**config.mk**
```make
export PLATFORM = sky130hd
export DESIGN_NAME = rop_reset_out
export DESIGN_NICKNAME = d
export VERILOG_FILES = /design/src/hw/rop_pkg.sv /design/src/hw/rop_wdog.sv /design/src/hw/rop_reset_out.sv
export SDC_FILE = /design/constraint.sdc
export NUM_CORES = 1
export LEC_CHECK = 0
export BUFFER_PORTS_ARGS = -buffer_cell sky130_fd_sc_hd__buf_2
export CAP_MARGIN = 10
export CORE_UTILIZATION = 45
export CTS_CLUSTER_SIZE = 20
export DETAILED_ROUTE_END_ITERATION = 12
export PLACE_DENSITY_LB_ADDON = 0.15
export SLEW_MARGIN = 20
export SYNTH_ARGS = -nofsm -noshare
export SYNTH_HDL_FRONTEND = slang
export SYNTH_SLANG_ARGS = --single-unit
export TNS_END_PERCENT = 20
```
**constraint.sdc**
```tcl
create_clock -name clock_i -period 3.9 [get_ports clock_i]
set_input_delay 0.585 -clock clock_i [delete_from_list [all_inputs] [get_ports clock_i]]
set_output_delay 0.585 -clock clock_i [all_outputs]
set_load 0.02 [all_outputs]
```
**src/hw/rop_pkg.sv**
```systemverilog
package rop_pkg;

    // Register byte offsets
    localparam logic [7:0] CAUSE_OFS    = 8'h00;
    localparam logic [7:0] FEED_OFS     = 8'h04;
    localparam logic [7:0] IRQ_STAT_OFS = 8'h08;
    localparam logic [7:0] IRQ_MASK_OFS = 8'h0c;
    localparam logic [7:0] PIN_MUX_OFS  = 8'h10;

    // Reset cause register fields
    localparam int         ENABLE_BIT   = 7;
    localparam int         WD_FLAG_BIT  = 2;
    localparam int         CMD_FLAG_BIT = 1;
    localparam int         EXT_FLAG_BIT = 0;
    localparam logic [2:0] CAUSE_EXT    = 3'h1;
    localparam logic [2:0] CAUSE_CMD    = 3'h2;
    localparam logic [2:0] CAUSE_WD     = 3'h4;
    localparam logic       ENABLE_RST   = 1'b0;

    // Pin mux register: bit 0 selects the reset indicator function
    localparam int         PIN_MUX_BIT  = 0;
    localparam logic       PIN_MUX_RST  = 1'b0;

    // Interrupt status and mask layout
    localparam int         IRQ_W        = 3;
    localparam int         IRQ_WD_BIT   = 0;
    localparam int         IRQ_CMD_BIT  = 1;
    localparam int         IRQ_DONE_BIT = 2;
    localparam logic [2:0] IRQ_MASK_RST = 3'h0;

    // Watchdog feed key
    localparam logic [7:0] FEED_KEY     = 8'h5a;

    // Timing
    localparam int         PULSE_CLOCKS        = 256;
    localparam logic [7:0] PULSE_LAST          = 8'(PULSE_CLOCKS - 1);
    localparam int         POWERUP_MAX_CLOCKS  = 258;
    localparam int         WDOG_TIMEOUT_CLOCKS = 65536;

    typedef enum logic [1:0] {
        ROP_IDLE  = 2'b01,
        ROP_PULSE = 2'b10
    } rop_state_t;

    function automatic logic rop_hit(input logic [7:0] addr, input logic [7:0] ofs);
        rop_hit = (addr == ofs);
    endfunction : rop_hit

endpackage : rop_pkg

```
**src/hw/rop_wdog.sv**
```systemverilog
`timescale 1ns/1ps
module rop_wdog #(
    parameter int TIMEOUT = rop_pkg::WDOG_TIMEOUT_CLOCKS
) (
    input  wire logic        clock_i,
    input  wire logic        rst_n_i,
    input  wire logic        restart_i,
    input  wire logic        feed_i,
    output logic             expire_o,
    output logic [31:0]      count_o
);

    localparam logic [31:0] LAST = 32'(TIMEOUT - 1);

    logic [31:0] cnt_r;
    logic        expire_r;

    // Counts from every reset onward; no disable exists
    always_ff @(posedge clock_i) begin
        if (!rst_n_i) begin
            cnt_r <= 32'h0;
        end else if (restart_i || feed_i || cnt_r == LAST) begin
            cnt_r <= 32'h0;
        end else begin
            cnt_r <= cnt_r + 32'h1;
        end
    end

    always_ff @(posedge clock_i) begin
        if (!rst_n_i) begin
            expire_r <= 1'b0;
        end else begin
            expire_r <= !restart_i && !feed_i && cnt_r == LAST;
        end
    end

    assign expire_o = expire_r;
    assign count_o  = cnt_r;

endmodule : rop_wdog

```
**src/hw/rop_reset_out.sv**
```systemverilog
// Local design decisions: the APB register port and the address map.
`timescale 1ns/1ps
// Operation
// - The external reset input resets the whole block when asserted.
// - With the function enabled, any internal reset drives the shared pin low, except one that arrives in the last cycle of a running pulse.
// - An external reset never starts a pulse on the shared pin.
// - Each pulse holds the pin low for exactly 256 clock cycles, then releases it.
// - At power-up the pin may be low for up to 258 clocks; here it stays high.
// - The watchdog comes out of every reset enabled and counting.
// - Watchdog expiry causes an internal reset, and a pulse if enabled.
// - The pin is shared with the timer and acts as reset indicator when selected or while a pulse runs.
// - The pulse does not mirror the reset input, so the pin may be wired back to it.
// - Bit 7 of the reset cause register enables the function, 1 on and 0 off.
// - The reset cause register records the last cause: bit 0 external, 1 command, 2 watchdog.
module rop_reset_out #(
    parameter int WDOG_TIMEOUT = rop_pkg::WDOG_TIMEOUT_CLOCKS
) (
    input  wire logic        clock_i,
    input  wire logic        rst_n_i,
    input  wire logic        psel_i,
    input  wire logic        penable_i,
    input  wire logic        pwrite_i,
    input  wire logic [7:0]  paddr_i,
    input  wire logic [31:0] pwdata_i,
    output logic [31:0]      prdata_o,
    output logic             pready_o,
    output logic             pslverr_o,
    input  wire logic        reset_instr_i,
    input  wire logic        timer_out_i,
    input  wire logic        timer_oe_i,
    input  wire logic        shared_port_reset_pin_i,
    output logic             timer_in_o,
    output logic             shared_port_reset_pin_o,
    output logic             shared_port_reset_pin_oe_o,
    output logic             chip_reset_o,
    output logic             irq_o
);

    rop_pkg::rop_state_t    state_r;
    logic [7:0]             pulse_cnt_r;
    logic                   reset_indicator_enable_r;
    logic [2:0]             cause_r;
    logic                   pin_mux_r;
    logic [2:0]             irq_stat_r;
    logic [2:0]             irq_mask_r;
    logic                   pready_r;
    logic                   pslverr_r;
    logic [31:0]            prdata_r;
    logic                   pin_out_r;
    logic                   pin_oe_r;
    logic                   timer_in_r;
    logic                   chip_reset_r;
    logic                   irq_r;
    logic                   wd_expire;
    logic [31:0]            wd_count;
    logic                   feed;
    logic                   internal_reset;
    logic                   start_pulse;
    logic                   pulse_done;
    logic                   access;
    logic                   wr;
    logic                   rd;
    logic                   mapped;
    logic [2:0]             irq_set;
    logic [2:0]             irq_clr;
    logic [31:0]            rdata_nxt;
    logic [2:0]             irq_stat_nxt;
    logic                   in_pulse;
    logic                   pin_drive;
    logic                   wr_cause;
    logic                   wr_feed;
    logic                   wr_stat;
    logic                   wr_mask;
    logic                   wr_mux;

    // APB access phase, answered one cycle after it opens
    assign access = psel_i && penable_i && !pready_r;
    assign wr     = psel_i && penable_i && pready_r && pwrite_i;
    assign rd     = access && !pwrite_i;

    // One strobe per register, high only at the edge that completes a write
    assign wr_cause = wr && rop_pkg::rop_hit(paddr_i, rop_pkg::CAUSE_OFS);
    assign wr_feed  = wr && rop_pkg::rop_hit(paddr_i, rop_pkg::FEED_OFS);
    assign wr_stat  = wr && rop_pkg::rop_hit(paddr_i, rop_pkg::IRQ_STAT_OFS);
    assign wr_mask  = wr && rop_pkg::rop_hit(paddr_i, rop_pkg::IRQ_MASK_OFS);
    assign wr_mux   = wr && rop_pkg::rop_hit(paddr_i, rop_pkg::PIN_MUX_OFS);

    assign feed = wr_feed
               && pwdata_i[7:0] == rop_pkg::FEED_KEY;

    // Internal resets: reset command or watchdog expiry only
    assign internal_reset = reset_instr_i || wd_expire;
    // The reset input is not part of this term, so it never reaches the pin
    assign start_pulse    = internal_reset && reset_indicator_enable_r
                         && state_r == rop_pkg::ROP_IDLE;
    assign in_pulse       = state_r == rop_pkg::ROP_PULSE;
    assign pulse_done     = in_pulse && pulse_cnt_r == 8'h00;
    assign pin_drive      = pin_mux_r || start_pulse || in_pulse;

    rop_wdog #(
        .TIMEOUT   (WDOG_TIMEOUT)
    ) u_wdog (
        .clock_i   (clock_i),
        .rst_n_i   (rst_n_i),
        .restart_i (chip_reset_r),
        .feed_i    (feed),
        .expire_o  (wd_expire),
        .count_o   (wd_count)
    );

    // Pulse sequencer
    always_ff @(posedge clock_i) begin
        if (!rst_n_i) begin
            state_r <= rop_pkg::ROP_IDLE;
        end else begin
            case (state_r)
                rop_pkg::ROP_IDLE: begin
                    if (start_pulse) begin
                        state_r <= rop_pkg::ROP_PULSE;
                    end
                end
                rop_pkg::ROP_PULSE: begin
                    if (pulse_cnt_r == 8'h00) begin
                        state_r <= rop_pkg::ROP_IDLE;
                    end
                end
                default: begin
                    state_r <= rop_pkg::ROP_IDLE;
                end
            endcase
        end
    end

    always_ff @(posedge clock_i) begin
        if (!rst_n_i) begin
            pulse_cnt_r <= 8'h00;
        end else if (start_pulse) begin
            pulse_cnt_r <= rop_pkg::PULSE_LAST;
        end else if (in_pulse && pulse_cnt_r != 8'h00) begin
            pulse_cnt_r <= pulse_cnt_r - 8'h01;
        end
    end

    // Enable survives internal resets so a watchdog pulse can follow
    always_ff @(posedge clock_i) begin
        if (!rst_n_i) begin
            reset_indicator_enable_r <= rop_pkg::ENABLE_RST;
        end else if (wr_cause) begin
            reset_indicator_enable_r <= pwdata_i[rop_pkg::ENABLE_BIT];
        end
    end

    // Last cause; a tied-back pin arrives as an external reset and overwrites it
    always_ff @(posedge clock_i) begin
        if (!rst_n_i) begin
            cause_r <= rop_pkg::CAUSE_EXT;
        end else if (wd_expire) begin
            cause_r <= rop_pkg::CAUSE_WD;
        end else if (reset_instr_i) begin
            cause_r <= rop_pkg::CAUSE_CMD;
        end
    end

    always_ff @(posedge clock_i) begin
        if (!rst_n_i) begin
            pin_mux_r <= rop_pkg::PIN_MUX_RST;
        end else if (wr_mux) begin
            pin_mux_r <= pwdata_i[rop_pkg::PIN_MUX_BIT];
        end
    end

    // Sticky interrupt flags, set wins over a write-one clear
    always_comb begin
        irq_set                        = 3'h0;
        irq_set[rop_pkg::IRQ_WD_BIT]   = wd_expire;
        irq_set[rop_pkg::IRQ_CMD_BIT]  = reset_instr_i;
        irq_set[rop_pkg::IRQ_DONE_BIT] = pulse_done;
        irq_clr = 3'h0;
        if (wr_stat) begin
            irq_clr = pwdata_i[2:0];
        end
        irq_stat_nxt = (irq_stat_r & ~irq_clr) | irq_set;
    end

    always_ff @(posedge clock_i) begin
        if (!rst_n_i) begin
            irq_stat_r <= 3'h0;
        end else begin
            irq_stat_r <= irq_stat_nxt;
        end
    end

    // Mask bits gate the level output only, never the sticky flags
    always_ff @(posedge clock_i) begin
        if (!rst_n_i) begin
            irq_mask_r <= rop_pkg::IRQ_MASK_RST;
        end else if (wr_mask) begin
            irq_mask_r <= pwdata_i[2:0];
        end
    end

    // Level output follows the next status so it rises with the flag
    always_ff @(posedge clock_i) begin
        if (!rst_n_i) begin
            irq_r <= 1'b0;
        end else begin
            irq_r <= |(irq_stat_nxt & irq_mask_r);
        end
    end

    // Read mux and address decode
    always_comb begin
        rdata_nxt = 32'h0;
        mapped    = 1'b1;
        case (paddr_i)
            rop_pkg::CAUSE_OFS: begin
                rdata_nxt[rop_pkg::ENABLE_BIT] = reset_indicator_enable_r;
                rdata_nxt[2:0]                 = cause_r;
            end
            rop_pkg::FEED_OFS: begin
                rdata_nxt = wd_count;
            end
            rop_pkg::IRQ_STAT_OFS: begin
                rdata_nxt[2:0] = irq_stat_r;
            end
            rop_pkg::IRQ_MASK_OFS: begin
                rdata_nxt[2:0] = irq_mask_r;
            end
            rop_pkg::PIN_MUX_OFS: begin
                rdata_nxt[rop_pkg::PIN_MUX_BIT] = pin_mux_r;
            end
            default: begin
                mapped = 1'b0;
            end
        endcase
    end

    // Exactly one wait state; unmapped offsets answer with an error
    always_ff @(posedge clock_i) begin
        if (!rst_n_i) begin
            pready_r  <= 1'b0;
            pslverr_r <= 1'b0;
        end else begin
            pready_r  <= access;
            pslverr_r <= access && !mapped;
        end
    end

    always_ff @(posedge clock_i) begin
        if (!rst_n_i) begin
            prdata_r <= 32'h0;
        end else if (rd) begin
            prdata_r <= rdata_nxt;
        end else if (access) begin
            prdata_r <= 32'h0;
        end
    end

    // Shared pin: high from reset, low during an active pulse, else follows the timer output when deselected
    always_ff @(posedge clock_i) begin
        if (!rst_n_i) begin
            pin_out_r <= 1'b1;
        end else if (pin_drive) begin
            pin_out_r <= !(start_pulse || (in_pulse && !pulse_done));
        end else begin
            pin_out_r <= timer_out_i;
        end
    end

    // Timer owns the enable only while the reset function is idle and deselected
    always_ff @(posedge clock_i) begin
        if (!rst_n_i) begin
            pin_oe_r <= 1'b0;
        end else if (pin_drive) begin
            pin_oe_r <= 1'b1;
        end else begin
            pin_oe_r <= timer_oe_i;
        end
    end

    // Timer input reads the pin level back in either mode
    always_ff @(posedge clock_i) begin
        if (!rst_n_i) begin
            timer_in_r <= 1'b0;
        end else begin
            timer_in_r <= shared_port_reset_pin_i;
        end
    end

    // One-cycle internal reset; it also restarts the watchdog
    always_ff @(posedge clock_i) begin
        if (!rst_n_i) begin
            chip_reset_r <= 1'b0;
        end else begin
            chip_reset_r <= internal_reset;
        end
    end

    assign prdata_o                   = prdata_r;
    assign pready_o                   = pready_r;
    assign pslverr_o                  = pslverr_r;
    assign timer_in_o                 = timer_in_r;
    assign shared_port_reset_pin_o    = pin_out_r;
    assign shared_port_reset_pin_oe_o = pin_oe_r;
    assign chip_reset_o               = chip_reset_r;
    assign irq_o                      = irq_r;

endmodule : rop_reset_out

```
==> results of run 1 <==
[synthesized netlist by cell type, drive strengths merged]
cell,number
and3,6
or4bb,1
mux2i,5
nand4,12
and2,2
ha,3
nand2b,3
or2,2
a311o,1
nand3,23
o41ai,1
xor2,26
or3,5
buf,9
and4b,1
nor3,9
nor4,10
or4,2
nand4b,3
inv,6
o21a,3
o211ai,2
dfxtp,93
a41oi,1
nor2,84
nand2,25
o21ai,4
o41a,1
a22oi,29
nand3b,1
xnor2,8
a31oi,2
a211oi,1
a21oi,14
mux4,3
a311oi,1
nor2b,2
and4,4
clkbuf,14
[critical path: cells and delay by family (launching register included)]
kind          cells  cell delay (ns)
fa+ha+maj         1             0.28
flops             1             0.46
simple gates      5             1.67
[area by class of cell]
cell class | instances | area [sq um] | area share
repair buffers | 68 | 353 | 0.0793
clock buffers | 12 | 155 | 0.0349
flip-flops and latches | 93 | 1860 | 0.419
inverters | 6 | 22.5 | 0.00506
clock inverters | 4 | 22.5 | 0.00506
well taps | 105 | 131 | 0.0295
multi-input cells | 300 | 1900 | 0.427
[sequential cells by signal (all words and copies together) (netlist names)]
name                        cells
cause_r                         3
chip_reset_o                    1
irq_mask_r                      3
irq_o                           1
irq_stat_r                      3
pin_mux_r                       1
prdata_o                       32
pready_o                        1
pslverr_o                       1
pulse_cnt_r                     8
reset_indicator_enable_r        1
shared_port_reset_pin_o         1
shared_port_reset_pin_oe_o      1
state_r                         2
timer_in_o                      1
u_wdog.count_o                 32
u_wdog.expire_o                 1
[power groups by stage]
stage / Clock, mW / Sequential [mW] / Combinational, mW
6_report: 0.582 / 0.961 / 0.0717
5_1_grt: 0.641 / 0.962 / 0.0787
3_3_place_gp: 0 / 0.983 / 0.0711
3_5_place_dp: 0 / 0.984 / 0.0720
4_1_cts: 0.600 / 0.961 / 0.0722
2_1_floorplan: 0 / 0.986 / 0.0422
[routing by layer]
layer,up-vias,global-route usage
li1,1597,-
met1,1460,0.264
met2,56,0.324
met3,13,0.0383
met4,0,0.0833
met5,-,0
[path summary, 6_finish.rpt]
check,end,slack (ns),startpoint
worst min-delay path,timer_in_o,0.43,shared_port_reset_pin_i
worst max register to register,u_wdog.count_o[20],1.35,u_wdog.count_o[0]
worst min register to register,cause_r[0],0.46,cause_r[0]
worst max-delay path,u_wdog.count_o[20],1.35,u_wdog.count_o[0]
[kinds of logic after synthesis]
| group | synth area share |
|---|---|
| buffers and inverters | 0.0368 |
| adders and majority gates | 0.00961 |
| AOI/OAI and AO/OA | 0.119 |
| xor gates and xnor gates | 0.0762 |
| DFF | 0.477 |
| muxes | 0.0301 |
| and+or+nand+nor | 0.252 |
[through the flow]
stage	utilization	hold WS (ns)
4_1_cts	0.536	0.415
5_1_grt	0.536	0.415
2_1_floorplan	-	0.419
3_5_place_dp	0.514	0.453
3_3_place_gp	0.514	0.432
6_report	0.536	0.431
==> out/qor.csv, run 1 <==
metric,value,unit
CTS buffer count,9,
status,"complete, no violations",
Worst path slowest cell,or4_1,
Peak Freq,392,MHz
met1 wire length,4050,um
Post-Syn Nets,474,
DP HPWL,5770,um
setup TNS,0,ns
placed instance count,572,
Pwr Density,363,mW/mm^2
register share of total power,0.595,
Combinational Power Share,0.044,
Max Transition Viols Final,0,
Resized Gates After CTS,0,
Worst-Skew Late Latency,0.35,ns
Sw Pwr,372,uW
Port Buffers,63,
die area,0.00906,sq mm
number of fill cells,792,
placed inst area,0.00427,sq mm
CTS tree,done,
Synth Cell Area,0.00391,sq mm
CTS max path bufs,2,
#FFs+latches synth,93,
Die Width,95.2,um
Layout Skew,0.00678,ns
cell row count,33,
"CTS clk-pin slew, worst paths",0.09,ns
number of library cell types mapped by synthesis,48,
synth warn,0,
Hold Path Class,input pin to register,
min Tclk post-route,2.55,ns
Remaining DRCs,0,
Routed WL per cell,14.0,um
drt total wl,8240,um
share of post-route cells with drive strength above 1,0.232,
Final WS setup,1.35,ns
non-filler instance count after layout,588,
critical path startpoint category,register,
first-pass GRT wire length,14200,um
Met3 Routed Length,284,um
Worst slew margin,0.397,
hold path depth,2,
top-area cell type share of the netlist area,0.477,
top layer in use,met4,
clock power share,0.360,
largest net degree at the start of global routing,37,
CTS H-Tree Depth,3,
Die Ht,95.2,um
Synth area leader,dfxtp_1,
fin crit share,0.653,
Internal,1.24,mW
Place WS,1.25,ns
# diodes,0,
Total GRT Usage,0.202,
worst-path maximum fanout,31,
met2 WL,3780,um
vias in the first global route,2985,
final instance area,0.00445,sq mm
"Arr. time, crit path",2.77,ns
Final Hold Vio Count,0,
Net Sw Frac,0.230,
Worst-Margin Slew,0.900,ns
Core ar.,0.00830,sq mm
max-cap violation count,0,
post-synthesis sequential area ratio,0.477,
Syn Area/Cell,9.26,sq um
gpl congestion,0.787,
Hold Buf Count CTS,0,
"commonest non-fill, non-tap cells in the layout","dfxtp_1 (93), nor2_1 (74), buf_2 (63)",
max incr delay on CP,0.59,ns
CP required,4.12,ns
DRT Pass-1 Iters,5,
Overall Power,1.61,mW
Final ANT Viol Nets,0,
leakage power,1.70,nW
Clock Sinks,93,
# setup viols final,0,
Final Net Count,530,
total grt overflow,0,
postcts setup bufs,0,
root buffer cell,clkbuf_8,
# IOs,88,
R2R cell count,6,
Post-Syn Instances,422,
endpoint kind of the worst setup timing path,register,
1st-iter DRT viols,138,
"most common cell after layout, fill and taps aside",dfxtp_1,
Via Count,3126,
"top cells by area, synth","dfxtp_1 (48%), nor2_1 (7.1%), xor2_1 (5.8%)",
Starting Density,0.471,
Peak VDD IR,0.000183,V
CP Cell Sequence,ha_1 -> nand2_1 -> or3_1 -> or4_1 -> nand2b_2 -> nor2_1,
Via density,5.32,
CP Class,register to register,
Layout area overhead,13.8,%
RSZ-0062 raised after global routing,no,
initial antenna violation count,0,
Note: power is estimated with default switching activity, not from simulation.
==> run 2, diff against run 1 <==
- clock period: 3.9 -> 2.4 ns (I/O delays scaled with it)
==> run 2 against run 1 <==
Against the previous run:
- die area did not move
- critical endpoint is now u_wdog.count_o[28]
- fmax rose by 24%
- register-to-register slack got worse by 1.0 ns
- sequential share of layout area fell by 1.0 points
- clock skew barely moved
- via count rose by 1.9%
- worst setup slack got worse by 1.0 ns
- worst hold slack got worse by 0.20 ns
- sequential power rose by 62%
- non-clock buffer count rose by 10
==> out/qor.csv, run 2 (synthesis gave the netlist of run 1 again) <==
metric,value,unit
Overall Power,2.78,mW
Sw Pwr,583,uW
Via Count,3185,
first-pass GRT wire length,13900,um
Die Ht,95.2,um
Resized Gates After CTS,0,
CP required,2.64,ns
CTS H-Tree Depth,3,
Final Hold Vio Count,0,
Core ar.,0.00830,sq mm
"Arr. time, crit path",2.30,ns
total grt overflow,0,
die area,0.00906,sq mm
Worst slew margin,0.397,
Clock Sinks,93,
Internal,2.20,mW
gpl congestion,0.792,
setup TNS,0,ns
vias in the first global route,2928,
1st-iter DRT viols,136,
Peak VDD IR,0.000255,V
# IOs,88,
Peak Freq,485,MHz
DRT Pass-1 Iters,5,
share of post-route cells with drive strength above 1,0.243,
Hold Path Class,input pin to register,
# diodes,0,
register share of total power,0.560,
# setup viols final,0,
non-filler instance count after layout,595,
worst-path maximum fanout,22,
cell row count,33,
largest net degree at the start of global routing,36,
postcts setup bufs,0,
Combinational Power Share,0.047,
status,"complete, no violations",
initial antenna violation count,0,
"CTS clk-pin slew, worst paths",0.08,ns
fin crit share,0.858,
root buffer cell,clkbuf_8,
Hold Buf Count CTS,0,
Total GRT Usage,0.198,
leakage power,1.76,nW
Final Net Count,540,
Pwr Density,610,mW/mm^2
"commonest non-fill, non-tap cells in the layout","dfxtp_1 (93), nor2_1 (74), buf_2 (63)",
drt total wl,8230,um
RSZ-0062 raised after global routing,no,
Final ANT Viol Nets,0,
CTS buffer count,9,
CTS max path bufs,2,
Layout area overhead,16.7,%
DP HPWL,5980,um
Worst-Margin Slew,0.900,ns
placed instance count,582,
Routed WL per cell,13.8,um
Remaining DRCs,0,
"most common cell after layout, fill and taps aside",dfxtp_1,
worst reg-to-reg setup slack,0.34,ns
critical path startpoint category,register,
Via density,5.35,
Max Transition Viols Final,0,
max-cap violation count,0,
Net Sw Frac,0.210,
endpoint kind of the worst setup timing path,register,
Starting Density,0.471,
min Tclk post-route,2.06,ns
CP Class,register to register,
Worst-Skew Late Latency,0.35,ns
Die Width,95.2,um
Port Buffers,63,
clock power share,0.393,
Layout Skew,0.00695,ns
CTS tree,done,
run 2: cell types whose count changed in the layout (fill, tap and decap cells not counted):
| cell | previous run | this run |
|---|---|---|
| clkinv_2 | 3 | 0 |
| bufinv_16 | 0 | 2 |
| buf_12 | 0 | 1 |
| clkbuf_8 | 11 | 10 |
| clkinvlp_4 | 1 | 0 |
| buf_4 | 5 | 14 |
run 2: critical path: stages, from the launching register on:
cell and delay, ns:
dfxtp_1 0.43, ha_1 0.21, nand2_1 0.07, or3_1 0.34
or4_1 0.56, nand2b_2 0.13, buf_12 0.16, nor2_1 0.06
run 2: final timing paths:
check | startpoint | endpoint | cells after the start
worst min-delay path | shared_port_reset_pin_i | timer_in_o | 2
worst max-delay path | u_wdog.count_o[1] | u_wdog.count_o[28] | 7
worst min register to register | cause_r[0] | cause_r[0] | 2
worst max register to register | u_wdog.count_o[1] | u_wdog.count_o[28] | 7
run 2: through the flow:
| stage | util | hold WS (ns) | setup WS (ns) | instance area (sq um) |
|---|---|---|---|---|
| 6_report | 0.549 | 0.232 | 0.340 | 4560 |
| 5_1_grt | 0.549 | 0.213 | 0.210 | 4560 |
| 4_1_cts | 0.549 | 0.213 | 0.307 | 4560 |
| 3_5_place_dp | 0.525 | 0.443 | 0.117 | 4360 |
| 3_3_place_gp | 0.525 | 0.428 | 0.137 | 4360 |
| 2_1_floorplan | - | 0.419 | 0.374 | 3910 |
run 2: power groups by stage:
stage | clock, mW | combinational (mW) | sequential, mW
3_5_place_dp | 0 | 0.130 | 1.60
4_1_cts | 1.13 | 0.131 | 1.56
5_1_grt | 1.19 | 0.143 | 1.56
2_1_floorplan | 0 | 0.0685 | 1.60
6_report | 1.09 | 0.130 | 1.56
3_3_place_gp | 0 | 0.128 | 1.60
run 2: routing by layer:
layer  global-route usage  vias to the layer above  wire, um
met1                0.275                     1509      4030
met2                0.305                       50      3740
met4               0.0606                        0        90
met3               0.0455                        9       361
met5                    0                        -         0
li1                     -                     1617         -
run 2: area by class of cell:
class | instances | area [sq um]
fillers | 766 | 3740
multi-input cells | 300 | 1900
flip-flops and latches | 93 | 1860
repair buffers | 78 | 440
clock buffers | 11 | 141
well taps | 105 | 131
clock inverters | 2 | 60.1
inverters | 6 | 22.5
